**src/fill_pkg.sv**
```systemverilog
// Shared constants for the EEPROM fill programming link
package fill_pkg;
    localparam logic [7:0] PREFIX_BYTE   = 8'h75;
    localparam logic [7:0] SEL_CONFIG    = 8'hF1;
    localparam logic [7:0] SEL_DATA      = 8'hF2;
    localparam logic [7:0] SEL_ADDR      = 8'hF3;
    localparam logic [7:0] CFG_BLOCK     = 8'h31;
    localparam logic [7:0] CFG_ROW_LO    = 8'h20;
    localparam logic [7:0] CFG_ROW_HI    = 8'h21;
    localparam logic [7:0] LAUNCH_0      = 8'hE5;
    localparam logic [7:0] LAUNCH_1      = 8'hF1;
    localparam logic [7:0] LAUNCH_2      = 8'hF5;
    localparam logic [7:0] LAUNCH_3      = 8'hA0;
    localparam logic [7:0] LAUNCH_4      = 8'h00;
    localparam logic [7:0] LAUNCH_5      = 8'h00;
    localparam int         LAUNCH_LEN    = 6;
    localparam int         CFG_A8_BIT    = 0;
    localparam int         CFG_BLOCK_BIT = 4;
    localparam int         DONE_BIT      = 7;
    localparam int         ARRAY_BYTES   = 512;
    localparam int         ROW_BYTES     = 64;
    localparam int         CLK_MHZ       = 50;
    localparam int         STROBE_MIN_NS = 1000;
    localparam int         STROBE_CYC    =
        (STROBE_MIN_NS * CLK_MHZ + 999) / 1000;
endpackage

```
**src/fill_link_if.sv**
```systemverilog
// Parallel programming link between programmer and device
`timescale 1ns/1ns
interface fill_link_if;
    logic [7:0] prog_byte_bus;      // Programmer to device byte
    logic       strobe_clock_input; // Programmer strobe
    logic       handshake_toggle;   // Device acceptance toggle
    logic [7:0] result_port;        // Device result byte
    modport device (
        input  prog_byte_bus,
        input  strobe_clock_input,
        output handshake_toggle,
        output result_port
    );
    modport programmer (
        output prog_byte_bus,
        output strobe_clock_input,
        input  handshake_toggle,
        input  result_port
    );
endinterface

```
**src/fill_device.sv**
```systemverilog
// Device end: byte sequencer and EEPROM fill engine
`timescale 1ns/1ns
module fill_device #(
    parameter int DEPTH = fill_pkg::ARRAY_BYTES,
    parameter int ROW   = fill_pkg::ROW_BYTES
) (
    input  wire logic   clk,      // System clock
    input  wire logic   srst,     // Synchronous reset
    fill_link_if.device link,     // Programming link
    input  wire logic   [8:0] rd_addr, // Array peek address
    output logic        [7:0] rd_data, // Array peek data
    output logic        busy      // Fill in progress
);
    typedef enum {ST_IDLE, ST_SEL, ST_ARG, ST_LAUNCH} seq_type;
    typedef enum {ARG_CFG, ARG_DATA, ARG_ADDR} arg_type;

    logic [7:0] mem [DEPTH];
    logic [2:0] strb_sync_q;
    logic [7:0] bus_s1_q;
    logic [7:0] bus_s2_q;
    logic       strb_rise;
    seq_type    seq_q;
    arg_type    arg_q;
    logic [2:0] lcnt_q;
    logic       a8_q;
    logic       block_q;
    logic [7:0] fill_val_q;
    logic [7:0] row_lo_q;
    logic       run_q;
    logic       done_q;
    logic [8:0] waddr_q;
    logic [8:0] wleft_q;
    logic       hs_q;
    logic [7:0] launch_byte;
    logic       launched;
    logic [8:0] row_base;

    // ---------------------------------------------
    // Pin synchronisers
    // ---------------------------------------------
    always_ff @(posedge clk)
    begin
        if (srst)
        begin
            strb_sync_q <= 3'h0;
            bus_s1_q    <= 8'h00;
            bus_s2_q    <= 8'h00;
        end
        else
        begin
            strb_sync_q <= {strb_sync_q[1:0], link.strobe_clock_input};
            bus_s1_q    <= link.prog_byte_bus;
            bus_s2_q    <= bus_s1_q;
        end
    end
    assign strb_rise = strb_sync_q[1] & ~strb_sync_q[2];

    always_comb
    begin
        unique case (lcnt_q)
            3'h0: launch_byte = fill_pkg::LAUNCH_0;
            3'h1: launch_byte = fill_pkg::LAUNCH_1;
            3'h2: launch_byte = fill_pkg::LAUNCH_2;
            3'h3: launch_byte = fill_pkg::LAUNCH_3;
            3'h4: launch_byte = fill_pkg::LAUNCH_4;
            default: launch_byte = fill_pkg::LAUNCH_5;
        endcase
    end

    assign launched = strb_rise && seq_q == ST_LAUNCH
                      && bus_s2_q == launch_byte
                      && lcnt_q == 3'(fill_pkg::LAUNCH_LEN - 1);
    assign row_base = {a8_q, row_lo_q & 8'hC0};

    // ---------------------------------------------
    // Byte sequencer
    // ---------------------------------------------
    always_ff @(posedge clk)
    begin
        if (srst)
        begin
            seq_q      <= ST_IDLE;
            arg_q      <= ARG_CFG;
            lcnt_q     <= 3'h0;
            a8_q       <= 1'b0;
            block_q    <= 1'b0;
            fill_val_q <= 8'h00;
            row_lo_q   <= 8'h00;
            hs_q       <= 1'b0;
        end
        else if (strb_rise)
        begin
            hs_q <= ~hs_q;
            unique case (seq_q)
                ST_IDLE:
                begin
                    if (bus_s2_q == fill_pkg::PREFIX_BYTE)
                        seq_q <= ST_SEL;
                    else if (bus_s2_q == fill_pkg::LAUNCH_0)
                    begin
                        seq_q  <= ST_LAUNCH;
                        lcnt_q <= 3'h1;
                    end
                end
                ST_SEL:
                begin
                    seq_q <= ST_ARG;
                    if (bus_s2_q == fill_pkg::SEL_CONFIG)
                        arg_q <= ARG_CFG;
                    else if (bus_s2_q == fill_pkg::SEL_DATA)
                        arg_q <= ARG_DATA;
                    else if (bus_s2_q == fill_pkg::SEL_ADDR)
                        arg_q <= ARG_ADDR;
                    else
                        seq_q <= ST_IDLE;
                end
                ST_ARG:
                begin
                    seq_q <= ST_IDLE;
                    unique case (arg_q)
                        ARG_CFG:
                        begin
                            a8_q    <= bus_s2_q[fill_pkg::CFG_A8_BIT];
                            block_q <=
                                bus_s2_q[fill_pkg::CFG_BLOCK_BIT];
                        end
                        ARG_DATA: fill_val_q <= bus_s2_q;
                        ARG_ADDR: row_lo_q   <= bus_s2_q;
                    endcase
                end
                ST_LAUNCH:
                begin
                    if (bus_s2_q != launch_byte || launched)
                    begin
                        seq_q  <= ST_IDLE;
                        lcnt_q <= 3'h0;
                    end
                    else
                        lcnt_q <= lcnt_q + 3'h1;
                end
            endcase
        end
    end

    // ---------------------------------------------
    // Fill engine, one byte per clock
    // ---------------------------------------------
    always_ff @(posedge clk)
    begin
        if (srst)
        begin
            run_q   <= 1'b0;
            done_q  <= 1'b0;
            waddr_q <= 9'h000;
            wleft_q <= 9'h000;
        end
        else if (run_q)
        begin
            waddr_q <= waddr_q + 9'h001;
            wleft_q <= wleft_q - 9'h001;
            if (wleft_q == 9'h000)
            begin
                run_q  <= 1'b0;
                done_q <= 1'b1;
            end
        end
        else if (launched && !done_q)
        begin
            run_q   <= 1'b1;
            waddr_q <= block_q ? 9'h000 : row_base;
            wleft_q <= block_q ? 9'(DEPTH - 1) : 9'(ROW - 1);
        end
        // Bare relaunch after completion keeps the flag set
        else if (strb_rise && seq_q == ST_IDLE
                 && bus_s2_q != fill_pkg::LAUNCH_0)
            done_q <= 1'b0;
    end

    always_ff @(posedge clk)
    begin
        if (run_q)
            mem[waddr_q] <= fill_val_q;
    end

    // ---------------------------------------------
    // Outputs
    // ---------------------------------------------
    always_ff @(posedge clk)
    begin
        if (srst)
        begin
            link.result_port <= 8'h00;
            rd_data          <= 8'h00;
            busy             <= 1'b0;
            link.handshake_toggle <= 1'b0;
        end
        else
        begin
            link.result_port <= {done_q, 7'h00};
            rd_data          <= mem[rd_addr];
            busy             <= run_q;
            link.handshake_toggle <= hs_q;
        end
    end
endmodule

```
**src/flat_wrapper.sv**
```systemverilog
// flat-port wrapper written by rule: the top's interface ports become plain ports
module fill_device_flat 
#(
    parameter int DEPTH = fill_pkg::ARRAY_BYTES,
    parameter int ROW   = fill_pkg::ROW_BYTES
)
  (clk, srst, rd_addr, rd_data, busy, link_prog_byte_bus, link_strobe_clock_input, link_handshake_toggle, link_result_port);
  fill_link_if link_i ();
  input  wire logic clk;
  input  wire logic srst;
  input  wire logic   [8:0] rd_addr;
  output logic        [7:0] rd_data;
  output logic busy;
  input wire logic [$bits(link_i.prog_byte_bus)-1:0] link_prog_byte_bus;
  input wire logic [$bits(link_i.strobe_clock_input)-1:0] link_strobe_clock_input;
  output wire logic [$bits(link_i.handshake_toggle)-1:0] link_handshake_toggle;
  output wire logic [$bits(link_i.result_port)-1:0] link_result_port;
  assign link_i.prog_byte_bus = link_prog_byte_bus;
  assign link_i.strobe_clock_input = link_strobe_clock_input;
  assign link_handshake_toggle = link_i.handshake_toggle;
  assign link_result_port = link_i.result_port;
  fill_device #(.DEPTH(DEPTH), .ROW(ROW)) u_core (.clk(clk), .srst(srst), .link(link_i), .rd_addr(rd_addr), .rd_data(rd_data), .busy(busy));
endmodule
```
**config.mk**
```make
export PLATFORM = sky130hd
export DESIGN_NAME = fill_device_flat
export DESIGN_NICKNAME = d
export VERILOG_FILES = /design/src/fill_pkg.sv /design/src/fill_link_if.sv /design/src/fill_device.sv /design/src/flat_wrapper.sv
export SDC_FILE = /design/constraint.sdc
export NUM_CORES = 2
export LEC_CHECK = 0
export ABC_AREA = 0
export BUFFER_PORTS_ARGS = -buffer_cell sky130_fd_sc_hd__buf_2
export CELL_PAD_IN_SITES_DETAIL_PLACEMENT = 0
export CELL_PAD_IN_SITES_GLOBAL_PLACEMENT = 1
export CORE_ASPECT_RATIO = 1.5
export CORE_MARGIN = 2
export CORE_UTILIZATION = 40
export DETAILED_ROUTE_END_ITERATION = 7
export PLACE_DENSITY = 0.67
export RECOVER_POWER = 25
export SYNTH_ARGS = -nofsm -noshare
export SYNTH_HDL_FRONTEND = slang
export SYNTH_SLANG_ARGS = --single-unit
```
**constraint.sdc**
```tcl
create_clock -name clk -period 10.75 [get_ports clk]
set_clock_uncertainty 0.1 [all_clocks]
set_input_delay 2.15 -clock clk [delete_from_list [all_inputs] [get_ports clk]]
set_output_delay 2.15 -clock clk [all_outputs]
set_load 0.1 [all_outputs]
```
==> run summary <==
Outcome - finished with violations
Failing checks - capacitance limit, slew limit
Top Metal Used - met5
Critical Path End Type - flip-flop
Max_slew headroom - -225%
First drt pass iteration count - 8
Longest Clk Path Bufs - 4
Clock Latency Late Sink - 0.93 ns
Routability cong. - 0.825
Wire length per cell - 31.9 um
Post-layout instance area - 180000 um2
Initial Util - 40.1%
Place WS - 3.06 ns
Layout filler cell count - 33.7k
Reg2reg setup slack - 3.28 ns
# rows - 286
Critical path data arrival time - 7.95 ns
DR DRC count - 0
# resized after CTS - 0
Initial antenna violation count - 21
Seq cells post-synth - 4166
Largest net degree at the start of global routing - 198
Die W - 524 um
Vias in the first global route - 81.2k
TritonCTS buffer count - 380
Leak - 56.2 nW
Fmax - 134 MHz
IO Pins - 38
CTS tree - built
Post-route antenna net violation count - 0
WP data required - 11.23 ns
Final period utilization - 69.5%
Peak VDD IR - 138 uV
Post-synth ARST share - 0%
Global-route wire length before repair - 610000 um
Metal1 wirelength - 158000 um
Fin. Hold Viols - 0
Final setup TNS - 0 ns
Hold Crit Class - reg -> reg
Final worst slack - 3.28 ns
Core area - 404000 um2
Port bufs - 30
Worst-path clk slew - 0.06 ns
Syn Area/Cell - 20.8 um2
Post-DP HPWL - 263000 um
H-tree Lvls - 5
GRT overflow - 0
Met3 WL - 27600 um
Via density - 5.82
Area delta synth->final - 11.0%
Post-synth EDFFs - 4096
# Max-Cap Violations - 27
Vias - 78.8k
DR WL met2 - 225000 um
Post-Layout Cell Count - 13.5k
Layout cells sized above 1 - 20.8%
Startpoint types - flip-flop
Post-CTS Hold Buffers - 0
Clock root buffer - clkbuf_16
CP max FO - 179
Post-DP Area - 168000 um2
Final layout net count - 7921
Die Area - 410000 um2
Final setup violating endpoints - 0
RSZ-0062 raised after global routing - no
Inst Count DP - 12.8k
Initial DRC count - 8406
GR Util All Layers - 20.7%
Total power - 32.5 mW
PwrDens - 180 nW/um2
Most common flop cell mapped by yosys - edfxtp_1
Fin. max-slew vios - 2023
Slew @ Worst Pin - 4.87 ns
Min Clock Period, post-route - 7.47 ns
Synth Instances - 7790
Final WL - 432000 um
Yosys warns - 0
Unique cell type count in the Yosys netlist - 72
Clk sinks - 4166
Post-Synthesis Cell Area - 162000 um2
WS Path Type - reg -> reg
Post-synthesis sequential area ratio - 76.7%
Postcts setup bufs - 0
DIE HEIGHT - 784 um
[synth_stat cells (36+ instances only)]
cell type / number / area share (%)
buf_2: 108 / 0.33
a21oi_1: 137 / 0.42
o21ai_0: 80 / 0.25
a22oi_1: 114 / 0.53
nor2b_1: 37 / 0.14
buf_1: 36 / 0.083
o22ai_1: 88 / 0.34
o221ai_1: 133 / 0.72
mux2i_1: 377 / 2.3
nor3_1: 70 / 0.22
mux4_2: 922 / 13
buf_4: 45 / 0.21
nand2_1: 154 / 0.36
buf_6: 63 / 0.44
nand3_1: 66 / 0.20
edfxtp_1: 4096 / 76
nor2_1: 648 / 1.5
clkbuf_1: 204 / 0.47
dfxtp_1: 70 / 0.86
[power breakdown]
part,switching (mW),internal (mW),total [mW]
combinational,0.777,0.489,1.27
sequential,0.0200,17.6,17.6
clock,5.95,7.68,13.6
[registers in the layout, indices dropped and copies added (netlist names), 8 cells and up]
signal and count:
u_core.bus_s2_q 8, u_core.wleft_q 9, u_core.waddr_q 9, u_core.rd_data 8, u_core.bus_s1_q 8, u_core.mem 4096, u_core.fill_val_q 8
[worst max-delay path, stage by stage (launching register included)]
cell and delay [ns]:
dfxtp_1 2.39, clkbuf_2 3.10, buf_4 1.17
[through the flow]
stage | utilization, % | hold slack [ns]
floorplan | - | 0.314
global placement | 41.5 | 0.334
detailed placement | 41.5 | 0.332
CTS | 44.6 | 0.346
global route | 44.5 | 0.359
finish | 44.5 | 0.344
[logic make-up after synthesis]
logic type                 synth area share [%]
buffers and inverters                      1.89
xor gates and xnor gates                 0.0486
muxes                                      15.4
AOI/OAI and AO/OA                          2.95
adders and majority gates                 0.108
DFF                                        76.7
and+or+nand+nor                            2.88
other                                   0.00231
[layer usage]
metal  up-vias  global-route usage [%]
met4         2                    9.00
met3       706                    3.14
met5         -                       0
li1      32500                       -
met2      3137                    36.5
met1     42400                    25.2
[area by class of cell]
cell class | count | area [um2] | area share (%)
repair buffers | 196 | 1600 | 0.889
multi-input cells | 3128 | 34900 | 19.4
diodes | 10 | 25.0 | 0.0139
clock inverters | 206 | 2030 | 1.13
clock buffers | 480 | 10300 | 5.71
flip-flops and latches | 4166 | 124000 | 69.1
well taps | 5328 | 6670 | 3.71
inverters | 15 | 66.3 | 0.0369
[layout by cell type, fill, tap and decap left out, drive strengths merged, types with 5 or more instances in the layout]
cell      Yosys  final
o211ai       16     16
a31oi         6      6
o221ai      133    133
dfxtp        70     70
nand2b       12     12
and3          5      5
bufinv        0     38
a32oi         5      5
mux2         18     18
o21ai        87     87
xnor2         7      7
nor2b        37     37
nor4         19     19
nor3         70     70
a221oi       31     31
nand4        18     18
clkinvlp      0     11
mux2i       377    377
a22o         20     20
mux4        929    929
a211oi       31     31
nand3        66     66
and2          7      7
diode         0     10
inv          15     26
clkinv        0    146
edfxtp     4096   4096
a21oi       137    137
clkbuf      205    498
o22ai        88     88
a22oi       114    114
or2           6      6
nand2       154    154
or3          10     10
conb          1      7
buf         281    178
ha           14     14
nor2        649    649
nor3b        13     13
[worst paths after layout]
check	cells after the start	start	endpoint
worst max-delay path	2	u_core.fill_val_q[5]	u_core.mem[390][5]
worst min-delay path	1	u_core.bus_s1_q[4]	u_core.bus_s2_q[4]
worst max register to register	2	u_core.fill_val_q[5]	u_core.mem[390][5]
worst min register to register	1	u_core.bus_s1_q[4]	u_core.bus_s2_q[4]
Note: power is estimated with default switching activity, not from simulation.
